--- config.mk ---
export PLATFORM = sky130hd
export DESIGN_NAME = mft_timer
export DESIGN_NICKNAME = d
export VERILOG_FILES = /design/src/hdl/mft_pkg.sv /design/src/hdl/mft_timer.sv
export SDC_FILE = /design/constraint.sdc
export NUM_CORES = 1
export LEC_CHECK = 0
export BUFFER_PORTS_ARGS = -buffer_cell sky130_fd_sc_hd__buf_4
export CAP_MARGIN = 20
export CORE_MARGIN = 8
export CORE_UTILIZATION = 50
export DETAILED_ROUTE_END_ITERATION = 8
export MAX_ROUTING_LAYER = met4
export PLACE_DENSITY = 0.71
export SLEW_MARGIN = 20
export SYNTH_ARGS = -nofsm -noshare
export SYNTH_HDL_FRONTEND = slang
export SYNTH_SLANG_ARGS = --single-unit
export TNS_END_PERCENT = 100
--- constraint.sdc ---
create_clock -name clk_sys -period 2.6 [get_ports clk_sys]
set_clock_uncertainty 0.2 [all_clocks]
set_input_delay 0.78 -clock clk_sys [delete_from_list [all_inputs] [get_ports clk_sys]]
set_output_delay 0.78 -clock clk_sys [all_outputs]
set_load 0.02 [all_outputs]
--- src/hdl/mft_pkg.sv ---
// Purpose: Constants for the dual down-counting timer register block
// Assumes: 16-bit register port, byte offsets as low address byte
// Notes:   Field positions and reset values live here only
//
// Functional notes
// - Counts and reloads keep value through reset
// - Reload A for counter one (PWM mode alternates A, B), B for two
// - Mode field picks PWM, capture, dual, reserved
// - Edge bit: 0 falling, 1 rising pin edges
// - Capture mode pin edge presets counter one when pin enable is set
// - Pin enable gives PWM output except in capture mode, clear frees pin
// - Data bit tracks PWM pin, software accessible
// - Software write of data bit beats hardware
// - Data bit ignored while pin is input
// - Disabled timer stops clocks, blocks data writes
// - Disable clears prescaler, pendings, pin to input
// - Mode and interrupt control reset to zero
// - Enables D..A bits 7..4, pendings 3..0
// - Pending set by event or software one
// - Software zero to pending flag is ignored
// - Enabled source requests interrupt, disabled never
// - Clear register bits 0..3 clear A..D
// - Clear register always reads all ones
// - Counters decrement, reload on underflow, continue; counter one wraps in capture and reserved modes
// - A, B, C to request one, D two
// - PWM pin toggles on counter one underflow
package mft_pkg;

   localparam int AW = 8;
   localparam int DW = 16;
   localparam int PSW = 5;
   localparam int CSW = 3;
   localparam int NSRC = 4;

   localparam logic [AW-1:0] OFS_CNT1  = 8'h40;
   localparam logic [AW-1:0] OFS_RLDA  = 8'h42;
   localparam logic [AW-1:0] OFS_RLDB  = 8'h44;
   localparam logic [AW-1:0] OFS_CNT2  = 8'h46;
   localparam logic [AW-1:0] OFS_PRSC  = 8'h48;
   localparam logic [AW-1:0] OFS_CKSEL = 8'h4a;
   localparam logic [AW-1:0] OFS_MODE  = 8'h4c;
   localparam logic [AW-1:0] OFS_ICTL  = 8'h4e;
   localparam logic [AW-1:0] OFS_ICLR  = 8'h50;

   localparam int BIT_TEN  = 7;
   localparam int BIT_OUT  = 6;
   localparam int BIT_PEN  = 4;
   localparam int BIT_EDGE = 2;
   localparam int MODE_LSB = 0;
   localparam int CK1_LSB  = 0;
   localparam int CK2_LSB  = 3;
   localparam int IEN_LSB  = 4;
   localparam int SRC_A    = 0;
   localparam int SRC_B    = 1;
   localparam int SRC_C    = 2;
   localparam int SRC_D    = 3;

   localparam logic [7:0]     MODE_MASK  = 8'hd7;
   localparam logic [7:0]     MODE_RST   = 8'h00;
   localparam logic [7:0]     ICTL_RST   = 8'h00;
   localparam logic [PSW-1:0] PRSC_RST   = 5'h00;
   localparam logic [5:0]     CKSEL_RST  = 6'h00;
   localparam logic [7:0]     CLR_READ   = 8'hff;
   localparam logic [DW-1:0]  CNT_PRESET = 16'hffff;
   localparam logic [DW-1:0]  CNT_ZERO   = 16'h0000;
   localparam logic [DW-1:0]  RD_NONE    = 16'h0000;

   localparam logic [CSW-1:0] CK_PRSC = 3'h1;
   localparam logic [CSW-1:0] CK_SLOW = 3'h4;

   typedef enum logic [1:0] {
      MFT_PWM  = 2'b00,
      MFT_CAP  = 2'b01,
      MFT_DUAL = 2'b10,
      MFT_RSV  = 2'b11
   } mft_mode_e;

endpackage

--- src/hdl/mft_timer.sv ---
// Purpose: Dual 16-bit down counter with capture, PWM pin and interrupts
// Assumes: Single clock clk_sys at 40 MHz, async active-high reset
// Notes:   Pin and slow clock inputs pass three-stage synchronisers
//
// The register offsets and the plain strobed port were left to the implementer.
`timescale 1ns/1ps
module mft_timer (
   input  wire logic                   clk_sys,
   input  wire logic                   reset,
   input  wire logic [mft_pkg::AW-1:0] reg_addr,
   input  wire logic [mft_pkg::DW-1:0] reg_wdata,
   input  wire logic                   reg_wr,
   input  wire logic                   reg_rd,
   output      logic [mft_pkg::DW-1:0] reg_rdata,
   input  wire logic                   slow_clk_in,
   input  wire logic                   timer_pin_a_in,
   output      logic                   timer_pin_a_out,
   output      logic                   timer_pin_a_oe_n,
   output      logic                   timer_irq_1,
   output      logic                   timer_irq_2
);
   import mft_pkg::*;

   function automatic logic sel_tick(input logic [CSW-1:0] sel,
                                     input logic ptick,
                                     input logic stick);
      logic t;
      t = 1'b0;
      if (sel == CK_PRSC) begin
         t = ptick;
      end else if (sel == CK_SLOW) begin
         t = stick;
      end
      return t;
   endfunction

   function automatic logic [DW-1:0] dec16(input logic [DW-1:0] v);
      return DW'(v - 1'b1);
   endfunction

   function automatic logic hit(input logic [AW-1:0] a,
                                input logic [AW-1:0] ofs);
      return a == ofs;
   endfunction

   // Synchroniser state
   logic [2:0]      pin_s_r;
   logic [2:0]      pin_s_nxt;
   logic            pin_st_r;
   logic            pin_st_nxt;
   logic [2:0]      slw_s_r;
   logic [2:0]      slw_s_nxt;
   logic            slw_st_r;
   logic            slw_st_nxt;
   // Control state
   logic [7:0]      ctl_r;
   logic [7:0]      ctl_nxt;
   logic [PSW-1:0]  prsc_val_r;
   logic [PSW-1:0]  prsc_val_nxt;
   logic [5:0]      cksel_r;
   logic [5:0]      cksel_nxt;
   logic [PSW-1:0]  prsc_cnt_r;
   logic [PSW-1:0]  prsc_cnt_nxt;
   logic [NSRC-1:0] ien_r;
   logic [NSRC-1:0] ien_nxt;
   logic [NSRC-1:0] pend_r;
   logic [NSRC-1:0] pend_nxt;
   logic            phase_r;
   logic            phase_nxt;
   logic [DW-1:0]   rdata_r;
   logic [DW-1:0]   rdata_nxt;
   // Data state, no reset
   logic [DW-1:0]   cnt1_r;
   logic [DW-1:0]   cnt1_nxt;
   logic [DW-1:0]   cnt2_r;
   logic [DW-1:0]   cnt2_nxt;
   logic [DW-1:0]   rlda_r;
   logic [DW-1:0]   rlda_nxt;
   logic [DW-1:0]   rldb_r;
   logic [DW-1:0]   rldb_nxt;
   // Decoded terms
   logic            timer_enable_bit;
   logic            pen;
   mft_mode_e       mode;
   logic            pwm_on;
   logic            pin_evt;
   logic            slw_tick;
   logic            prsc_tick;
   logic            tick1;
   logic            tick2;
   logic            uf1;
   logic            uf2;
   logic            cap_evt;
   logic [NSRC-1:0] hw_ev;
   logic [NSRC-1:0] sw_set;
   logic [NSRC-1:0] sw_clr;
   logic            wr_mode;
   logic [DW-1:0]   rd_val;

   assign timer_enable_bit  = ctl_r[BIT_TEN];
   assign pen  = ctl_r[BIT_PEN];
   assign mode = mft_mode_e'(ctl_r[MODE_LSB +: 2]);
   assign wr_mode = reg_wr && hit(reg_addr, OFS_MODE);

   // Pin drives only as PWM output, input otherwise
   assign pwm_on = timer_enable_bit && pen && (mode != MFT_CAP);
   assign timer_pin_a_oe_n = !pwm_on;
   assign timer_pin_a_out  = pwm_on && ctl_r[BIT_OUT];

   // Synchronisers: change taken when stages two and three agree
   always_comb begin
      pin_s_nxt  = {pin_s_r[1:0], timer_pin_a_in};
      slw_s_nxt  = {slw_s_r[1:0], slow_clk_in};
      pin_st_nxt = pin_st_r;
      slw_st_nxt = slw_st_r;
      if (pin_s_r[1] == pin_s_r[2]) begin
         pin_st_nxt = pin_s_r[2];
      end
      if (slw_s_r[1] == slw_s_r[2]) begin
         slw_st_nxt = slw_s_r[2];
      end
   end

   always_ff @(posedge clk_sys or posedge reset) begin
      if (reset) begin
         pin_s_r  <= 3'h0;
         pin_st_r <= 1'b0;
         slw_s_r  <= 3'h0;
         slw_st_r <= 1'b0;
      end else begin
         pin_s_r  <= pin_s_nxt;
         pin_st_r <= pin_st_nxt;
         slw_s_r  <= slw_s_nxt;
         slw_st_r <= slw_st_nxt;
      end
   end

   // Qualifying pin edge per polarity bit
   always_comb begin
      if (ctl_r[BIT_EDGE]) begin
         pin_evt = pin_st_nxt && !pin_st_r;
      end else begin
         pin_evt = !pin_st_nxt && pin_st_r;
      end
   end

   assign slw_tick  = slw_st_nxt && !slw_st_r;
   assign prsc_tick = timer_enable_bit && (prsc_cnt_r == prsc_val_r);
   // Counter clocks stop while disabled
   assign tick1 = timer_enable_bit && sel_tick(cksel_r[CK1_LSB +: CSW], prsc_tick, slw_tick);
   assign tick2 = timer_enable_bit && sel_tick(cksel_r[CK2_LSB +: CSW], prsc_tick, slw_tick);
   assign uf1 = tick1 && (cnt1_r == CNT_ZERO);
   assign uf2 = tick2 && (cnt2_r == CNT_ZERO);
   assign cap_evt = timer_enable_bit && (mode == MFT_CAP) && pin_evt;

   // Hardware interrupt events per mode
   always_comb begin
      hw_ev = '0;
      unique case (mode)
         MFT_PWM: begin
            hw_ev[SRC_A] = uf1 && !phase_r;
            hw_ev[SRC_B] = uf1 && phase_r;
            hw_ev[SRC_D] = uf2;
         end
         MFT_CAP: begin
            hw_ev[SRC_A] = cap_evt;
            hw_ev[SRC_C] = uf1;
            hw_ev[SRC_D] = uf2;
         end
         MFT_DUAL: begin
            hw_ev[SRC_A] = uf1;
            hw_ev[SRC_D] = uf2;
         end
         MFT_RSV: begin
            hw_ev = '0;
         end
      endcase
   end

   // Control registers and prescaler
   always_comb begin
      ctl_nxt      = ctl_r;
      prsc_val_nxt = prsc_val_r;
      cksel_nxt    = cksel_r;
      prsc_cnt_nxt = prsc_cnt_r;
      phase_nxt    = phase_r;
      if (pwm_on && uf1) begin
         ctl_nxt[BIT_OUT] = !ctl_r[BIT_OUT];
      end
      if (mode == MFT_PWM && uf1) begin
         phase_nxt = !phase_r;
      end
      if (wr_mode) begin
         ctl_nxt = reg_wdata[7:0] & MODE_MASK;
      end
      if (reg_wr && hit(reg_addr, OFS_PRSC)) begin
         prsc_val_nxt = reg_wdata[PSW-1:0];
      end
      if (reg_wr && hit(reg_addr, OFS_CKSEL)) begin
         cksel_nxt = reg_wdata[5:0];
      end
      if (!timer_enable_bit || prsc_tick) begin
         prsc_cnt_nxt = PRSC_RST;
      end else begin
         prsc_cnt_nxt = PSW'(prsc_cnt_r + 1'b1);
      end
   end

   always_ff @(posedge clk_sys or posedge reset) begin
      if (reset) begin
         ctl_r      <= MODE_RST;
         prsc_val_r <= PRSC_RST;
         cksel_r    <= CKSEL_RST;
         prsc_cnt_r <= PRSC_RST;
         phase_r    <= 1'b0;
      end else begin
         ctl_r      <= ctl_nxt;
         prsc_val_r <= prsc_val_nxt;
         cksel_r    <= cksel_nxt;
         prsc_cnt_r <= prsc_cnt_nxt;
         phase_r    <= phase_nxt;
      end
   end

   // Interrupt enables and pending flags
   always_comb begin
      ien_nxt = ien_r;
      sw_set  = '0;
      sw_clr  = '0;
      if (reg_wr && hit(reg_addr, OFS_ICTL)) begin
         ien_nxt = reg_wdata[IEN_LSB +: NSRC];
         sw_set  = timer_enable_bit ? reg_wdata[NSRC-1:0] : '0;
      end
      if (reg_wr && hit(reg_addr, OFS_ICLR)) begin
         sw_clr = reg_wdata[NSRC-1:0];
      end
      if (!timer_enable_bit) begin
         pend_nxt = '0;
      end else begin
         pend_nxt = (pend_r & ~sw_clr) | hw_ev | sw_set;
      end
   end

   always_ff @(posedge clk_sys or posedge reset) begin
      if (reset) begin
         ien_r  <= ICTL_RST[IEN_LSB +: NSRC];
         pend_r <= ICTL_RST[NSRC-1:0];
      end else begin
         ien_r  <= ien_nxt;
         pend_r <= pend_nxt;
      end
   end

   // Requests follow pending and enable
   assign timer_irq_1 = |(pend_r[SRC_C:SRC_A] & ien_r[SRC_C:SRC_A]);
   assign timer_irq_2 = pend_r[SRC_D] && ien_r[SRC_D];

   // Counters and reload registers
   always_comb begin
      cnt1_nxt = cnt1_r;
      cnt2_nxt = cnt2_r;
      rlda_nxt = rlda_r;
      rldb_nxt = rldb_r;
      if (tick1) begin
         if (!uf1 || mode == MFT_CAP || mode == MFT_RSV) begin
            cnt1_nxt = dec16(cnt1_r);
         end else if (mode == MFT_PWM && phase_r) begin
            cnt1_nxt = rldb_r;
         end else begin
            cnt1_nxt = rlda_r;
         end
      end
      if (tick2) begin
         cnt2_nxt = uf2 ? rldb_r : dec16(cnt2_r);
      end
      if (cap_evt) begin
         rlda_nxt = cnt1_r;
         if (pen) begin
            cnt1_nxt = CNT_PRESET;
         end
      end
      if (reg_wr && timer_enable_bit) begin
         if (hit(reg_addr, OFS_CNT1)) begin
            cnt1_nxt = reg_wdata;
         end
         if (hit(reg_addr, OFS_CNT2)) begin
            cnt2_nxt = reg_wdata;
         end
         if (hit(reg_addr, OFS_RLDA)) begin
            rlda_nxt = reg_wdata;
         end
         if (hit(reg_addr, OFS_RLDB)) begin
            rldb_nxt = reg_wdata;
         end
      end
   end

   // No reset: contents survive reset
   always_ff @(posedge clk_sys) begin
      cnt1_r <= cnt1_nxt;
      cnt2_r <= cnt2_nxt;
      rlda_r <= rlda_nxt;
      rldb_r <= rldb_nxt;
   end

   // Read mux, data in the cycle after the strobe
   always_comb begin
      rd_val = RD_NONE;
      unique case (reg_addr)
         OFS_CNT1:  rd_val = cnt1_r;
         OFS_CNT2:  rd_val = cnt2_r;
         OFS_RLDA:  rd_val = rlda_r;
         OFS_RLDB:  rd_val = rldb_r;
         OFS_PRSC:  rd_val = DW'(prsc_val_r);
         OFS_CKSEL: rd_val = DW'(cksel_r);
         OFS_MODE:  rd_val = DW'(ctl_r);
         OFS_ICTL:  rd_val = DW'({ien_r, pend_r});
         OFS_ICLR:  rd_val = DW'(CLR_READ);
         default:   rd_val = RD_NONE;
      endcase
      rdata_nxt = reg_rd ? rd_val : RD_NONE;
   end

   always_ff @(posedge clk_sys or posedge reset) begin
      if (reset) begin
         rdata_r <= RD_NONE;
      end else begin
         rdata_r <= rdata_nxt;
      end
   end

   assign reg_rdata = rdata_r;
endmodule

-- Word-level counts from Yosys, hierarchy flattened
Index checks and enable logic that the tools add are counted.
- reductions and logical operators: 43
- equality and inequality tests: 20
- muxes and demuxes: 34
- bitwise logic cells: 5
- add/sub/neg operators: 3
- operators with widths (cell ; number):
    16-bit 2-to-1 mux ; 15
    16-bit one-hot mux with 9 select lines ; 1
    8-bit by 7-bit == test with 1-bit output (second input constant) ; 9
    16-bit logical NOT ; 2
    16-bit by 1-bit subtractor with 16-bit output (second input constant) ; 2
    1-bit logical AND ; 25
    4-bit 2-to-1 mux ; 4
    1-bit 2-to-1 mux ; 10
    1-bit logical NOT ; 8
    4-bit bitwise OR ; 2
    7-bit 2-to-1 mux ; 1
    3-bit by 1-bit == test with 1-bit output (second input constant) ; 2
    3-bit == test (second input constant) ; 2
    3-bit OR reduction ; 2
    5-bit by 1-bit adder with 5-bit output (second input constant) ; 1
    5-bit == test ; 1
    5-bit 2-to-1 mux ; 1
    4-bit bitwise AND ; 1
    2-bit == test (second input constant) ; 2
    4-bit inverter ; 1
    1-bit one-hot mux with 4 select lines ; 1
    3-bit bitwise AND ; 1
    1-bit logical OR ; 3
    1-bit == test ; 2
    other kinds (6) ; 6
- output and inout bits: 20
- word-level logic and storage cells: 122
- register bits: 119
- bits of input ports: 30

-- Depth between registers and ports, before layout
Gate-level depths: netlist of run 1.
- depth in word-level cells: 16
- depth in mapped cells: 10
- depth with buffers taken out: 8

-- Least setup slack after synthesis of run 1
No wires, ideal clock.
- path kind: input to register
- start: input port reg_addr[5] in the netlist's numbering
- end: register rldb_r[0], enable pin
- required time: 2.026 ns
- slack: -0.548 ns
- arrival: 2.575 ns
- cell stages on the path: 6
- buffers on the path: 1
- setup time: 0.374 ns
- cell sequence: nor3b_1 -> nor2b_1 -> nand2_1 -> nor3_1 -> clkbuf_1 -> and3_1
- cells in the longest elaborated chain, start to end: 2
- ends and longest elaborated chain (element ; line ; RTL):
    start, declared ; mft_timer.sv:10 ; input wire logic [mft_pkg::AW-1:0] reg_addr,
    8-bit by 7-bit == test with 1-bit output ; mft_timer.sv:43 ; return a == ofs;
    2-bit AND reduction (no line) ; -- ;
    end signal, assigned ; mft_timer.sv:303 ; rldb_r <= rldb_nxt;
    end, declared ; mft_timer.sv:79 ; logic [DW-1:0] rldb_r;
No other way between the ends.
A chain may end at the register's enable or synchronous reset.

-- Final worst setup path of run 1
- start: register ctl_r[7]
- end: register cnt2_r[10]
- cells in the longest elaborated chain, start to end: 8
- elaborated cells between the ends (all ways): 9
- those cells by class: mux: 5; reduce/logical: 4
- ends and longest elaborated chain (element ; line ; RTL):
    start, declared ; mft_timer.sv:56 ; logic [7:0] ctl_r;
    start signal, assigned ; mft_timer.sv:217 ; ctl_r <= ctl_nxt;
    1-bit logical AND ; mft_timer.sv:148 ; assign prsc_tick = timer_enable_bit && (prsc_cnt_r == prsc_val_r);
    1-bit 2-to-1 mux ; mft_timer.sv:29 ; if (sel == CK_PRSC) begin
    1-bit logical AND ; mft_timer.sv:151 ; assign tick2 = timer_enable_bit && sel_tick(cksel_r[CK2_LSB +: CSW], prsc_tick, slw_tick);
    1-bit logical AND ; mft_timer.sv:153 ; assign uf2 = tick2 && (cnt2_r == CNT_ZERO);
    16-bit 2-to-1 mux ; mft_timer.sv:274 ; cnt2_nxt = uf2 ? rldb_r : dec16(cnt2_r);
    16-bit 2-to-1 mux ; mft_timer.sv:273 ; if (tick2) begin
    16-bit 2-to-1 mux ; mft_timer.sv:286 ; if (hit(reg_addr, OFS_CNT2)) begin
    16-bit 2-to-1 mux * ; mft_timer.sv:282 ; if (reg_wr && timer_enable_bit) begin
    named net cnt2_nxt[10] ; mft_timer.sv:76 ; logic [DW-1:0] cnt2_nxt;
    end signal, assigned ; mft_timer.sv:301 ; cnt2_r <= cnt2_nxt;
    end, declared ; mft_timer.sv:75 ; logic [DW-1:0] cnt2_r;
The timed path passes the listed nets; every way through them passes the cells marked *.

==> results_dict.tcl, run 1 <==
set metrics [dict create \
    clk_pin_slew_ns 0.06 \
    final_cell_area_um2 8020 \
    hold_class "flop to flop" \
    drive_above_1_share_pct 26.6 \
    yosysTopAreaCellShare_pct 22.1 \
    power_leakage_nw 3.19 \
    clockBufferDepth 2 \
    crit-reg2reg-launch "ctl_r[7]" \
    setup_violations 0 \
    ctsHtreeMaxLevel 4 \
    whs_ns 0.152 \
    post-dp-hpwl_mm 15.2 \
    arrival_ns 2.65 \
    p_per_area_nw_per_um2 580 \
    tightest_slew_ns 0.766 \
    first_pass_iters 6 \
    cts_root_buffer "clkbuf_16" \
    startpoint "ctl_r[7]" \
    num_rows 40 \
    grt_first_pass_wirelength_mm 32.3 \
    io_pins 50 \
    area_growth_pct 28.7 \
    met2_usage_pct 39.1 \
    synth_area_leaders "dfrtp_1 (22%), dfxtp_1 (15%), edfxtp_1 (7.7%)" \
    synth_common_cells "nand2_1 (75), nor2_1 (66), dfrtp_1 (55)" \
    max_freq_mhz 391 \
    synth_seq_cells 119 \
    synth.avg_cell_area_um2 9.13 \
    start_util_pct 51.5 \
    nNetsFinal 818 \
    start_kind "flop" \
    cts_tree "done" \
    cp.required_ns 2.70 \
    ant_nets 0 \
    antenna_found_initial 0 \
    synth_ff_type "dfrtp_1" \
    first_iter_violations 827 \
    worstPathMaxFanout 7 \
    post-route-util_pct 66.3 \
    met3_usage_pct 7.11 \
    grt_start_max_net_pins 56 \
    cts_made_buffers 17 \
    status "finished clean" \
    port_buffers 49 \
    rsz0062_at_grt "true" \
    die_height_um 128 \
    max-slew-margin-rel_pct 48.6 \
    core_um2 12100 \
    wire_per_inst_um 21.6 \
    totalWireLength_mm 20.8 \
    grt_pass1_vias 5780 \
    period_needed_ns 2.55 \
    synth.mux.area_fraction_pct 8.43 \
    yosys.area_share.simple_pct 19.7 \
    synth_largest_area_cell "dfrtp_1" \
    synth_top_family_by_area "simple AND/OR/NAND/NOR gates" \
    overflow 0 \
    timing.final.crit_share_pct 98.3 \
    num_vias 5939 \
    synthesis.area_um2 6230 \
    r2r-end "cnt2_r[10]" \
    cts_sinks 119 \
    maxCapViolations 0 \
    synth_cell_types 61 \
    syn-num-nets 717 \
    die_w_um 128 \
    total_power_mw 4.66 \
    reg2reg_depth 9 \
    synth_seq_area_share_pct 45.2 \
    grt_use_met1_pct 35.0 \
    grt.total_usage_pct 26.7 \
    viasPerCell 6.15 \
    synth-compound-area-share_pct 19.6 \
    synth_fa_ha_area_share_pct 1.12 \
    die-area_um2 16300 \
    dp.cells 932 \
    yosysMostFrequentCell "nand2_1" \
    fillerInstances 1004 \
    synth_edf_count 16 \
    clk_latency_ns 0.42 \
    critPathCaptureType "flop" \
    synth_xor_xnor_area_share_pct 2.25 \
    r2r_slack_ns 0.05 \
    synthesis.instances 683 \
    drc 0 \
    post_dp_cell_area_um2 7330 \
    endpoint "cnt2_r[10]" \
    place.gp.congestion 1.01 \
    final_cells 965 \
    gr-max-usage-layer "met2" \
    hold_viol 0 \
    holdBufCountCts 0 \
    diodes 0 \
    ys_async_sr_fraction_pct 46.2 \
    ir_drop_mv 0.507 \
    slew_violations 0 \
    synth_warnings 0 \
    critPathKind "flop to flop" \
]
[what timing repair did]
item,in CTS,in global routing
resized for setup,3,11
buffers inserted,0,1
pin swaps,0,3
endpoints found under the setup margin,3,8
[area by class of cell]
class	instances	area (µm²)	share of cell area, %
multi-input combinational	507	3330	41.5
timing repair buffer	126	996	12.4
tap	168	210	2.62
clock buffer	20	478	5.96
clock inverter	12	140	1.75
inverter	13	48.8	0.608
sequential	119	2820	35.1
[state kept, by name (all words and copies together) (netlist names)]
signal      cells
cnt2_r         16
pend_r          4
cksel_r         6
slw_s_r         3
slw_st_r        1
ctl_r           6
pin_st_r        1
rlda_r         16
reg_rdata      16
pin_s_r         3
prsc_cnt_r      5
rldb_r         16
prsc_val_r      5
cnt1_r         16
phase_r         1
ien_r           4
[worst min path at each step]
| stage | startpoint | end | slack, ns | cells past startpoint |
|---|---|---|---|---|
| 6_report | slw_s_r[0] | slw_s_r[1] | 0.15 | 0 |
| 5_1_grt | slw_s_r[0] | slw_s_r[1] | 0.16 | 0 |
| 3_5_place_dp | slw_s_r[0] | slw_s_r[1] | 0.14 | 0 |
| 3_3_place_gp | pin_s_r[0] | pin_s_r[1] | 0.14 | 0 |
| 4_1_cts | slw_s_r[0] | slw_s_r[1] | 0.16 | 0 |
| 2_1_floorplan | pin_s_r[0] | pin_s_r[1] | 0.13 | 0 |
[power breakdown]
group / leakage [nW] / internal [mW] / switching (mW)
sequential: 1.27 / 1.91 / 0.0394
clock: 0.295 / 1.53 / 0.894
combinational: 1.62 / 0.116 / 0.163
[routing by layer]
layer	wire length, µm	share of wire [%]	up-vias
li1	-	-	2741
met1	9140	44	2872
met2	9480	46	297
met3	1720	8.2	29
met4	480	2.3	0
met5	0	0	-
[through the flow]
step                      TNS, ns  setup WS [ns]
final                           0         0.0453
after global routing       -0.266        -0.0952
after CTS                       0         0.0290
after detailed placement   -13.61         -0.305
after global placement     -13.52         -0.306
after floorplan             -2.69         -0.126
[cell usage in the layout (no fill, tap or decap), types with 8 or more instances in the layout]
master / synthesis / final
nor3_1: 20 / 18
clkbuf_16: 0 / 18
dfxtp_1: 48 / 48
a22oi_1: 21 / 20
a21oi_1: 47 / 47
a31oi_1: 19 / 17
nor4_1: 14 / 8
a222oi_1: 9 / 9
o21ai_0: 37 / 37
nor2_1: 66 / 65
mux2i_1: 30 / 30
edfxtp_1: 16 / 16
xor2_1: 12 / 12
nand2_1: 75 / 75
mux2_2: 20 / 20
dfrtp_1: 55 / 54
buf_4: 0 / 122
inv_1: 12 / 11
nand3_1: 13 / 13
a211oi_1: 10 / 9
o22ai_1: 9 / 9
[cells by family after synthesis]
family / after synthesis
simple gates: 249
mux: 50
xor+xnor: 16
flops: 119
fa+ha+maj: 6
buf+inv: 57
compound gates: 186
[critical path, stage by stage (launching register included)]
cell and delay, ns:
dfrtp_1 0.36, clkinv_1 0.14, buf_4 0.22, nor4b_1 0.34, buf_4 0.19, a31oi_2 0.15
buf_4 0.20, or4_1 0.48, o21ai_0 0.10, a21oi_1 0.06
Note: power is estimated with default switching activity, not from simulation.
==> run 2: changes to the inputs <==
- CORE_MARGIN: 8 -> 4
==> results_dict.tcl, run 2 (synthesized netlist as in run 1, its figures left out) <==
set metrics [dict create \
    die_w_um 120 \
    start_util_pct 51.5 \
    ant_nets 0 \
    drc 0 \
    wire_per_inst_um 21.6 \
    fillerInstances 988 \
    area_growth_pct 29.6 \
    die-area_um2 14300 \
    final_cells 964 \
    clk_latency_ns 0.43 \
    first_pass_iters 6 \
    ir_drop_mv 0.426 \
    switching_share_pct 23.1 \
    max-slew-margin-rel_pct 45.3 \
    die_height_um 120 \
    nNetsFinal 817 \
    hold_viol 0 \
    max_freq_mhz 397 \
    clk_pin_slew_ns 0.06 \
    final_cell_mix "buf_4 (120), nand2_1 (75), nor2_1 (65)" \
    grt.total_usage_pct 30.5 \
    arrival_ns 2.66 \
    drive_above_1_share_pct 26.8 \
    ctsHtreeMaxLevel 4 \
    first_iter_violations 667 \
    diodes 0 \
    critPathKind "flop to flop" \
    regArea_um2 2820 \
    cts_root_buffer "clkbuf_16" \
    switchingPower_mw 1.10 \
    start_kind "flop" \
    grt_start_max_net_pins 56 \
    viasPerCell 6.20 \
    cts_sinks 119 \
    maxCapViolations 0 \
    multi_input_area_um2 3370 \
    port_buffers 49 \
    hold_class "flop to flop" \
    power_leakage_nw 3.21 \
    status "finished clean" \
    setup_violations 0 \
    cts_made_buffers 17 \
    grt_pass1_vias 5730 \
    p_int_mw 3.68 \
    slew_violations 0 \
    num_vias 5973 \
    overflow 0 \
    place.gp.congestion 1.02 \
    io_pins 50 \
    whs_ns 0.152 \
    p_per_area_nw_per_um2 592 \
    dp.cells 930 \
    critPathCaptureType "flop" \
    seq_power_share_pct 40.8 \
    power_frac_clock_pct 53.2 \
    post-dp-hpwl_mm 14.8 \
    total_power_mw 4.78 \
    timing.final.crit_share_pct 96.9 \
    rsz0062_at_grt "true" \
    cp.required_ns 2.74 \
    clockBufferDepth 2 \
    num_rows 40 \
    pwr-share-comb_pct 6.0 \
    period_needed_ns 2.52 \
    cts_tree "done" \
    antenna_found_initial 0 \
    post-route-util_pct 66.7 \
    totalWireLength_mm 20.8 \
    final_common_cell "buf_4" \
    grt_first_pass_wirelength_mm 32.5 \
    tightest_slew_ns 0.815 \
    worstPathMaxFanout 6 \
    core_um2 12100 \
    holdBufCountCts 0 \
]
## run 2: cell types whose count changed in the layout (fill, tap and decap cells not counted), sizes merged
cell      previous run  this run
inv                 15        14
clkinvlp             3         4
buf                126       125
bufinv               2         4
clkinv               5         3
## run 2: final timing paths
check / startpoint / end / slack, ns / depth (start not counted)
worst min-delay path: slw_s_r[0] / slw_s_r[1] / 0.15 / 0
max in group asynchronous: reset / ctl_r[1] / 1.70 / 3
worst max-delay path: cnt1_r[9] / ctl_r[6] / 0.08 / 5
worst max register to register: cnt1_r[9] / ctl_r[6] / 0.08 / 5
min in group asynchronous: reset / reg_rdata[12] / 0.20 / 3
worst min register to register: slw_s_r[0] / slw_s_r[1] / 0.15 / 0
## run 2: repair_timing
item / in CTS / in global routing
resized for setup: 2 / 17
setup endpoints to repair: 4 / 20
pin swaps: 0 / 4
setup buffers: 0 / 2
## run 2: power by group through the flow
stage	Combinational, mW	Clock [mW]	Sequential [mW]
global route	0.310	2.64	1.96
CTS	0.271	2.55	1.95
global placement	0.263	0	1.98
detailed placement	0.270	0	1.99
floorplan	0.115	0	1.98
finish	0.288	2.54	1.95
## run 2: area by class of cell
| class | instances | area share (%) |
|---|---|---|
| clock buffer | 20 | 5.65 |
| clock inverter | 12 | 2.17 |
| inverter | 13 | 0.604 |
| multi-input combinational | 507 | 41.7 |
| sequential | 119 | 34.9 |
| tap | 168 | 2.60 |
| timing repair buffer | 125 | 12.4 |
## run 2: metal layers
metal  part of all wire, %  wire [µm]  track usage (%)  up-vias
met5                     0          0                -        -
met4                   1.7        349             10.2        0
met3                   8.9       1850             5.94       36
met2                    45       9400             44.0      258
met1                    44       9190             43.2     2938
li1                      -          -                -     2741
## run 2: stage by stage
stage / worst slack [ns] / setup TNS [ns] / instance area, µm²
after global routing: -0.0168 / -0.0168 / 8080
after CTS: -0.0238 / -0.0322 / 7970
after global placement: -0.262 / -14.58 / 7330
after detailed placement: -0.284 / -14.96 / 7330
after floorplan: -0.126 / -2.69 / 6330
final: 0.0795 / 0 / 8080
## run 2: critical path: stages (launching register included)
cell and delay, ns:
dfxtp_1 0.39, or3_2 0.49, or2_1 0.27, or4_4 0.56
or3_1 0.37, a31oi_1 0.17
